`src/hdl/fxp_pkg.sv`:
```
// Constants and types of the four-phase fetch and execute sequencer.
package fxp_pkg;
	localparam int FXP_PC_W = 11;
	localparam int FXP_INSTR_W = 15;
	localparam int FXP_DATA_W = 8;
	localparam logic [1:0] FXP_PH_FETCH = 2'h0;
	localparam logic [1:0] FXP_PH_DECODE = 2'h1;
	localparam logic [1:0] FXP_PH_EXEC = 2'h2;
	localparam logic [1:0] FXP_PH_WRITE = 2'h3;
	localparam logic [10:0] FXP_PC_RESET = 11'h000;
	localparam logic [10:0] FXP_PC_ONE = 11'h001;
	localparam logic [14:0] FXP_INSTR_NOP = 15'h0000;
	// Start-up hold, counted in system clock periods.
	localparam int FXP_STARTUP_PERIODS = 512;
	localparam int FXP_STARTUP_CYCLES = FXP_STARTUP_PERIODS;
	localparam logic [9:0] FXP_STARTUP_RESET = 10'h000;
	localparam logic [9:0] FXP_STARTUP_LAST = 10'(FXP_STARTUP_CYCLES - 1);
	localparam logic [3:0] FXP_OP_ADD = 4'h0;
	localparam logic [3:0] FXP_OP_SUB = 4'h1;
	localparam logic [3:0] FXP_OP_AND = 4'h2;
	localparam logic [3:0] FXP_OP_OR = 4'h3;
	localparam logic [3:0] FXP_OP_XOR = 4'h4;
	localparam logic [3:0] FXP_OP_RL = 4'h5;
	localparam logic [3:0] FXP_OP_RR = 4'h6;
	localparam logic [3:0] FXP_OP_INC = 4'h7;
	localparam logic [3:0] FXP_OP_DEC = 4'h8;
	localparam logic [3:0] FXP_OP_CPL = 4'h9;

	typedef enum logic {FXP_HOLD, FXP_RUN} fxp_mode_t;

	typedef struct packed {
		fxp_mode_t mode;
		logic [9:0] startup_cnt;
		logic [1:0] phase;
		logic [10:0] pc;
		logic [10:0] fetch_addr;
		logic [14:0] prefetch;
		logic pre_valid;
		logic [14:0] instr;
		logic instr_valid;
		logic [7:0] alu_res;
		logic alu_carry;
	} fxp_state_t;
endpackage

```
`src/hdl/fxp_pipe.sv`:
```
// Four-phase instruction sequencer with overlapped fetch and an 8-bit ALU.
`timescale 1ns/10ps
module fxp_pipe
	import fxp_pkg::*;
(
	input wire logic clk_i,
	input wire logic rst_n_i,
	output logic [3:0] phase_o,
	output logic ready_o,
	output logic [10:0] pm_addr_o,
	output logic pm_rd_o,
	input wire logic [14:0] pm_data_i,
	output logic [14:0] exec_instr_o,
	output logic exec_valid_o,
	input wire logic branch_i,
	input wire logic [10:0] branch_target_i,
	input wire logic skip_i,
	input wire logic pc_low_byte_wr_i,
	input wire logic [7:0] pc_low_byte_i,
	input wire logic [3:0] alu_op_i,
	input wire logic [7:0] alu_a_i,
	input wire logic [7:0] alu_b_i,
	output logic [7:0] alu_res_o,
	output logic alu_carry_o
);
	fxp_state_t st;
	fxp_state_t next_st;
	logic run;
	logic at_end;
	logic take_branch;
	logic take_pc_low;
	logic take_skip;
	logic flush;
	logic [10:0] next_fetch;
	logic [8:0] alu_wide;

	assign run = (st.mode == FXP_RUN);
	assign at_end = run && (st.phase == FXP_PH_WRITE);
	// Redirects are honoured only from a real instruction, never from a dummy cycle.
	assign take_branch = at_end && st.instr_valid && branch_i;
	assign take_pc_low = at_end && st.instr_valid && !branch_i && pc_low_byte_wr_i;
	assign take_skip = at_end && st.instr_valid && !branch_i && !pc_low_byte_wr_i && skip_i;
	assign flush = take_branch || take_pc_low || take_skip;

	always_comb
	begin
		if (take_branch)
		begin
			next_fetch = branch_target_i;
		end
		else if (take_pc_low)
		begin
			next_fetch = {st.fetch_addr[10:8], pc_low_byte_i};
		end
		else
		begin
			next_fetch = st.pc;
		end
	end

	always_comb
	begin
		case (alu_op_i)
			FXP_OP_ADD: alu_wide = {1'b0, alu_a_i} + {1'b0, alu_b_i};
			FXP_OP_SUB: alu_wide = {1'b0, alu_a_i} - {1'b0, alu_b_i};
			FXP_OP_AND: alu_wide = {1'b0, alu_a_i & alu_b_i};
			FXP_OP_OR: alu_wide = {1'b0, alu_a_i | alu_b_i};
			FXP_OP_XOR: alu_wide = {1'b0, alu_a_i ^ alu_b_i};
			FXP_OP_RL: alu_wide = {alu_a_i[7], alu_a_i[6:0], alu_a_i[7]};
			FXP_OP_RR: alu_wide = {alu_a_i[0], alu_a_i[0], alu_a_i[7:1]};
			FXP_OP_INC: alu_wide = {1'b0, alu_a_i} + 9'h001;
			FXP_OP_DEC: alu_wide = {1'b0, alu_a_i} - 9'h001;
			FXP_OP_CPL: alu_wide = {1'b0, ~alu_a_i};
			default: alu_wide = {1'b0, alu_a_i};
		endcase
	end

	always_comb
	begin
		next_st = st;
		case (st.mode)
			FXP_HOLD:
			begin
				// Nothing is fetched until the oscillator has had time to settle.
				next_st.startup_cnt = st.startup_cnt + 10'h001;
				if (st.startup_cnt == FXP_STARTUP_LAST)
				begin
					next_st.mode = FXP_RUN;
					next_st.phase = FXP_PH_FETCH;
				end
			end
			FXP_RUN:
			begin
				next_st.phase = st.phase + 2'h1;
				if (st.phase == FXP_PH_FETCH)
				begin
					next_st.prefetch = pm_data_i;
					next_st.pre_valid = 1'b1;
				end
				if (st.phase == FXP_PH_EXEC)
				begin
					next_st.alu_res = alu_wide[7:0];
					next_st.alu_carry = alu_wide[8];
				end
				if (at_end)
				begin
					// Instruction boundary: hand the prefetched word to execution.
					next_st.instr = flush ? FXP_INSTR_NOP : st.prefetch;
					next_st.instr_valid = st.pre_valid && !flush;
					next_st.pre_valid = 1'b0;
					next_st.fetch_addr = next_fetch;
					next_st.pc = next_fetch + FXP_PC_ONE;
				end
			end
			default:
			begin
				next_st.mode = FXP_HOLD;
			end
		endcase
	end

	always_ff @(posedge clk_i)
	begin
		if (!rst_n_i)
		begin
			st.mode <= FXP_HOLD;
			st.startup_cnt <= FXP_STARTUP_RESET;
			st.phase <= FXP_PH_FETCH;
			st.pc <= FXP_PC_ONE;
			st.fetch_addr <= FXP_PC_RESET;
			st.prefetch <= FXP_INSTR_NOP;
			st.pre_valid <= 1'b0;
			st.instr <= FXP_INSTR_NOP;
			st.instr_valid <= 1'b0;
			st.alu_res <= 8'h00;
			st.alu_carry <= 1'b0;
		end
		else
		begin
			st <= next_st;
		end
	end

	always_comb
	begin
		phase_o = 4'h0;
		if (run)
		begin
			phase_o[st.phase] = 1'b1;
		end
	end

	assign ready_o = run;
	assign pm_addr_o = st.fetch_addr;
	assign pm_rd_o = run && (st.phase == FXP_PH_FETCH);
	assign exec_instr_o = st.instr;
	assign exec_valid_o = st.instr_valid;
	assign alu_res_o = st.alu_res;
	assign alu_carry_o = st.alu_carry;

	// Start-up clocks are counted apart from the design's own counter, so a wrong
	// hold length cannot hide behind the very register that sets it.
	logic [9:0] hold_seen;
	always_ff @(posedge clk_i)
	begin
		if (!rst_n_i)
		begin
			hold_seen <= FXP_STARTUP_RESET;
		end
		else if (!ready_o && hold_seen != FXP_STARTUP_LAST)
		begin
			hold_seen <= hold_seen + 10'h001;
		end
	end
endmodule

```
`config.mk`:
```
export PLATFORM = sky130hd
export DESIGN_NAME = fxp_pipe
export DESIGN_NICKNAME = d
export VERILOG_FILES = /design/src/hdl/fxp_pkg.sv /design/src/hdl/fxp_pipe.sv
export SDC_FILE = /design/constraint.sdc
export NUM_CORES = 1
export LEC_CHECK = 0
export ABC_AREA = 1
export BUFFER_PORTS_ARGS = -buffer_cell sky130_fd_sc_hd__buf_4
export CORE_UTILIZATION = 56
export CTS_CLUSTER_DIAMETER = 120
export CTS_CLUSTER_SIZE = 28
export DETAILED_ROUTE_END_ITERATION = 10
export GPL_ROUTABILITY_DRIVEN = 0
export GPL_TIMING_DRIVEN = 0
export PLACE_DENSITY = 0.81
export SLEW_MARGIN = 20
export SYNTH_ARGS = -nofsm -noshare
export SYNTH_HDL_FRONTEND = slang
export SYNTH_SLANG_ARGS = --single-unit
```
`constraint.sdc`:
```
create_clock -name clk_i -period 3.2 [get_ports clk_i]
set_input_delay 0.8 -clock clk_i [delete_from_list [all_inputs] [get_ports clk_i]]
set_output_delay 0.8 -clock clk_i [all_outputs]
set_load 0.02 [all_outputs]
```
Word level (Yosys, flattened, before mapping)
Cells that the tools add are included.
- output and inout port bits: 42
- word-level logic and storage cells: 73
- bits of input ports: 59
- bits in registers: 76
- $add $sub $neg: 7
- magnitude comparators: 2
- bitwise logic cells: 5
- muxes and demuxes: 13
- eq/ne operators: 13
- reduce and logical (&&, ||, !) cells: 22
- operators by type and width (operator ; count):
    $pmux W9 S10 ; 1
    $mux W11 ; 3
    $mux W17 ; 1
    $eq A4 B3 Y1 const B ; 4
    $mux W15 ; 1
    $add A11 B1 Y11 const B ; 1
    $add A10 B1 Y10 const B ; 1
    $eq A10 B9 Y1 const B ; 1
    $logic_and A1 B1 Y1 ; 10
    $add A8 B1 Y9 const B ; 1
    $add A8 B8 Y9 ; 1
    $sub A8 B1 Y9 const B ; 1
    $sub A8 B8 Y9 ; 1
    $and A8 B8 Y8 ; 1
    $eq A4 B2 Y1 const B ; 2
    $eq A4 B4 Y1 const B ; 2
    $not A8 Y8 ; 1
    $or A8 B8 Y8 ; 1
    $reduce_and A2 Y1 ; 4
    $xor A8 B8 Y8 ; 1
    $eq A2 B2 Y1 const B ; 2
    $eq A4 B1 Y1 const B ; 1
    $logic_not A4 Y1 ; 1
    $mux W4 ; 1
    13 further kinds ; 18

Depth between registers and ports, before layout
- word-level depth: 10
- depth in mapped cells: 20
- mapped depth without buffers: 20

Worst setup path before layout
OpenSTA, ideal clock, no wires.
- kind: in2reg
- start point: in alu_op_i[3]
- end point: reg st (netlist bit alu_res_o[4])
- data arrival time: 2.658 ns
- data required time: 3.091 ns
- path buffers: 0
- setup time: 0.109 ns
- cell stages on the path: 15
- path slack: 0.433 ns
- path through: inv_2 > nand2_1 > nor2_1 > o21bai_1 > inv_1 > o21ai_0 > o21ai_0 > fa_1 > nand3_1 > nand3_1 > or2_2 > nand3_1 > nand3_1 > nand2_1 > inv_1
- longest elaborated chain between the ends: 2
- elaborated cells between the ends (all ways): 11
- classes of those cells: 9 x eq/ne; 1 x mux; 1 x reduce/logical
- RTL lines (what ; line ; RTL):
    from (decl) ; fxp_pipe.sv:20 ; input wire logic [3:0] alu_op_i,
    $eq A4 B4 Y1 (tied with other cells) ; fxp_pipe.sv:63 ; case (alu_op_i)
    $pmux W9 S10 * ; fxp_pipe.sv:63 ;
    to (signal assigned) ; fxp_pipe.sv:140 ; st <= next_st;
    to (decl) ; fxp_pipe.sv:26 ; fxp_state_t st;
Mark *: on every way between the ends. The rest lies on a longest branch, timed or not.
A chain may end at the register's enable or synchronous reset.

Final worst setup path
- start point: in alu_b_i[2]
- end point: reg st (netlist bit alu_carry_o)
- longest elaborated chain between the ends: 2
- elaborated cells between the ends (all ways): 3
- classes of those cells: 2 x add/sub; 1 x mux
- RTL lines (what ; line ; RTL):
    from (decl) ; fxp_pipe.sv:22 ; input wire logic [7:0] alu_b_i,
    $sub A8 B8 Y9 / $add A8 B8 Y9 (equally long branches) ; fxp_pipe.sv:65, fxp_pipe.sv:64 ;
    $pmux W9 S10 * ; fxp_pipe.sv:63 ;
Marked as above.

==> flow_summary.yaml <==
run_status:
  outcome: "complete, no violations"
run:
  cap_violations: 0
route:
  avgViaCountPerCell: 5.35
  drc: 0
  routed_wirelength_um: 12700
  drtIter0Drc: 283
  drt-pass1-iter-count: 5
  wl_per_cell_um: 13.8
  ant_nets: 0
  route.vias.total: 4937
critical_path:
  start_kind: "input pin"
  worstSetupEndpointType: "flop"
  cp.arrival_ps: 3200
  crit_fanout: 4
  worst_ep_required_time_ps: 3420
  critPathKind: "in2reg"
clocking:
  clkLatencyLatePin_ps: 350
  cts_made_buffers: 9
  clk_pin_slew_worst_paths_ps: 90
  clock-sinks: 76
  htreeDepth: 3
  cts_root_buf: "clkbuf_8"
  clockBufferDepth: 2
  cts_tree: "yes"
placement:
  dp_slack_ps: -365
  detailed_place.area_sq_um: 5700
  io_buffers: 100
  hpwlAfterDp_um: 9820
timing:
  period_needed_ps: 2980
  finClkSkew_ps: 9.13
  drv_slew: 0
  worst_pin_slew_ps: 601
  layout_setup_ws_ps: 219
  hold_viol: 0
  relSlewSlack: 0.598
  setup_viol: 0
  fmax_ghz: 0.335
  min_period_over_period: 0.932
  setup_tns_ps: 0
  rsz0062_at_grt: "false"
power_and_ir_drop:
  p_per_area_nw_per_um2: 348
  ir_drop_mv: 0.224
  p_leak_nw: 2.89
final_layout:
  fin_util: 0.719
  syn_to_final_growth_pct: 23.1
  drive_gt1_frac: 0.237
  postLayoutCellArea_sq_um: 5940
  antenna_cells: 0
  layout.nets: 903
min_path:
  holdCritPathClass: "reg2reg"
synth:
  synth_top_area_frac: 0.316
  synth_area_sq_um: 4820
  syn_avg_cell_area_sq_um: 6.88
  synth_ff_type: "dfxtp_1"
  synth_cell_types: 38
  synth.area.top_cells: "dfxtp_1 32%, nand2_1 14%, ha_1 8.0%, inv_1 5.8%, buf_4 5.6%"
  ys_ff_latch: 76
  seq_area_frac_synth: 0.316
  yosys.area.top_type: "dfxtp_1"
  synth-edff-count: 0
  syn-instance-count: 701
  ys_async_sr_fraction: 0
  ys_warn_count: 0
  synth_fp_nets: 792
global_routing:
  grt_max_degree: 17
  antenna_found_initial: 0
  grt_use_total: 0.292
  first_global_vias: 4620
  grt_pass1_wl_um: 20600
  overflow: 0
die:
  initial_core_util: 0.584
  die_y_um: 94.8
  core_area_sq_um: 8260
  die_x_um: 94.8
  rows: 33
  die_area_sq_um: 8980
  ios: 101
==> metal layers <==
metal  wire length, um  up-vias  global-route usage  part of all wire
met5                 0        -                   0                 0
met3               716       28              0.0451             0.056
met4               251        0               0.105             0.020
li1                  -     2482                   -                 -
met1              5730     2252               0.384              0.45
met2              6000      175               0.481              0.47
==> state kept, by name, indices dropped and copies added (netlist names) <==
register      cells
ready_o           1
pm_addr_o        11
alu_res_o         8
exec_valid_o      1
st               39
exec_instr_o     15
alu_carry_o       1
==> kinds of logic (layout without fill, tap and decap cells) <==
logic type	after synthesis	after routing	share of synthesized area
AO/OA/AOI/OAI	133	133	0.156
XOR/XNOR	9	9	0.0164
adder cells (fa/ha/maj)	32	32	0.0846
flip-flops	76	76	0.316
buffers and inverters	132	248	0.135
AND/OR/NAND/NOR	319	319	0.292
==> repair_timing <==
| item | in CTS | in global routing |
|---|---|---|
| setup buffers | 0 | 0 |
| endpoints found under the setup margin | 0 | 3 |
| hold buffers | 0 | 0 |
| gates resized for setup | 0 | 5 |
==> where the power goes <==
group          leakage [nW]  switching (W)  internal (W)
clock network         0.109       0.000408      0.000382
registers             0.612     0.00000303      0.000948
logic                  2.17       0.000190      0.000132
==> worst max-delay path, cell delays in order <==
cell	delay, ps
buf_4	130
nor3_1	300
nand3_1	170
nor3_1	230
xor2_1	90
o21ai_0	250
ha_1	320
nand2_1	110
inv_1	50
nand2_1	60
nand2_1	60
a21oi_2	180
nand3_1	100
nand3_1	130
nand2_1	90
nand2_1	70
a21oi_1	50
==> cells in the mapped netlist (10+ instances only) <==
| library cell | n |
|---|---|
| ha_1 | 31 |
| nand3_1 | 45 |
| nand2_1 | 174 |
| inv_1 | 74 |
| buf_4 | 36 |
| o21ai_0 | 53 |
| o21ai_1 | 10 |
| buf_2 | 10 |
| dfxtp_1 | 76 |
| nand3_2 | 10 |
| nor2_1 | 56 |
| a21oi_1 | 37 |
| nor3_1 | 11 |
==> area by class of cell <==
cell class              count  area, sq um
well taps                 105          131
clock buffers               9          124
plain buffers              52          350
repair buffers            100          751
fillers                   734         2320
multi-input cells         493         2670
flip-flops and latches     76         1520
clock inverters             7         92.6
inverters                  80          300
==> metrics by stage <==
stage / hold WS (ps) / total power (W) / instances
after floorplan: 426 / 0.00115 / 701
after global placement: 439 / 0.00127 / 906
after detailed placement: 445 / 0.00128 / 906
after CTS: 459 / 0.00206 / 922
after global routing: 482 / 0.00215 / 922
final: 455 / 0.00206 / 922
==> layout by cell type, fill, tap and decap left out, types with 8 or more instances in the layout <==
| cell | count |
|---|---|
| nand2_1 | 174 |
| buf_4 | 136 |
| dfxtp_1 | 76 |
| inv_1 | 74 |
| nor2_1 | 56 |
| o21ai_0 | 52 |
| nand3_1 | 44 |
| a21oi_1 | 36 |
| ha_1 | 31 |
| nand3_2 | 11 |
| nor3_1 | 11 |
| buf_2 | 10 |
| o21ai_1 | 10 |
| o31ai_1 | 9 |
| clkbuf_8 | 9 |
| xor2_1 | 8 |
| nand4_1 | 8 |
==> final timing paths <==
path | from | to | slack, ps | depth (start not counted)
hold / removal | st[40] | st[40] | 460 | 2
setup reg to reg | st[63] | st[60] | 1060 | 12
hold reg to reg | st[40] | st[40] | 460 | 2
setup / recovery | alu_b_i[2] | alu_carry_o | 220 | 17
Note: power is estimated with default switching activity, not from simulation.
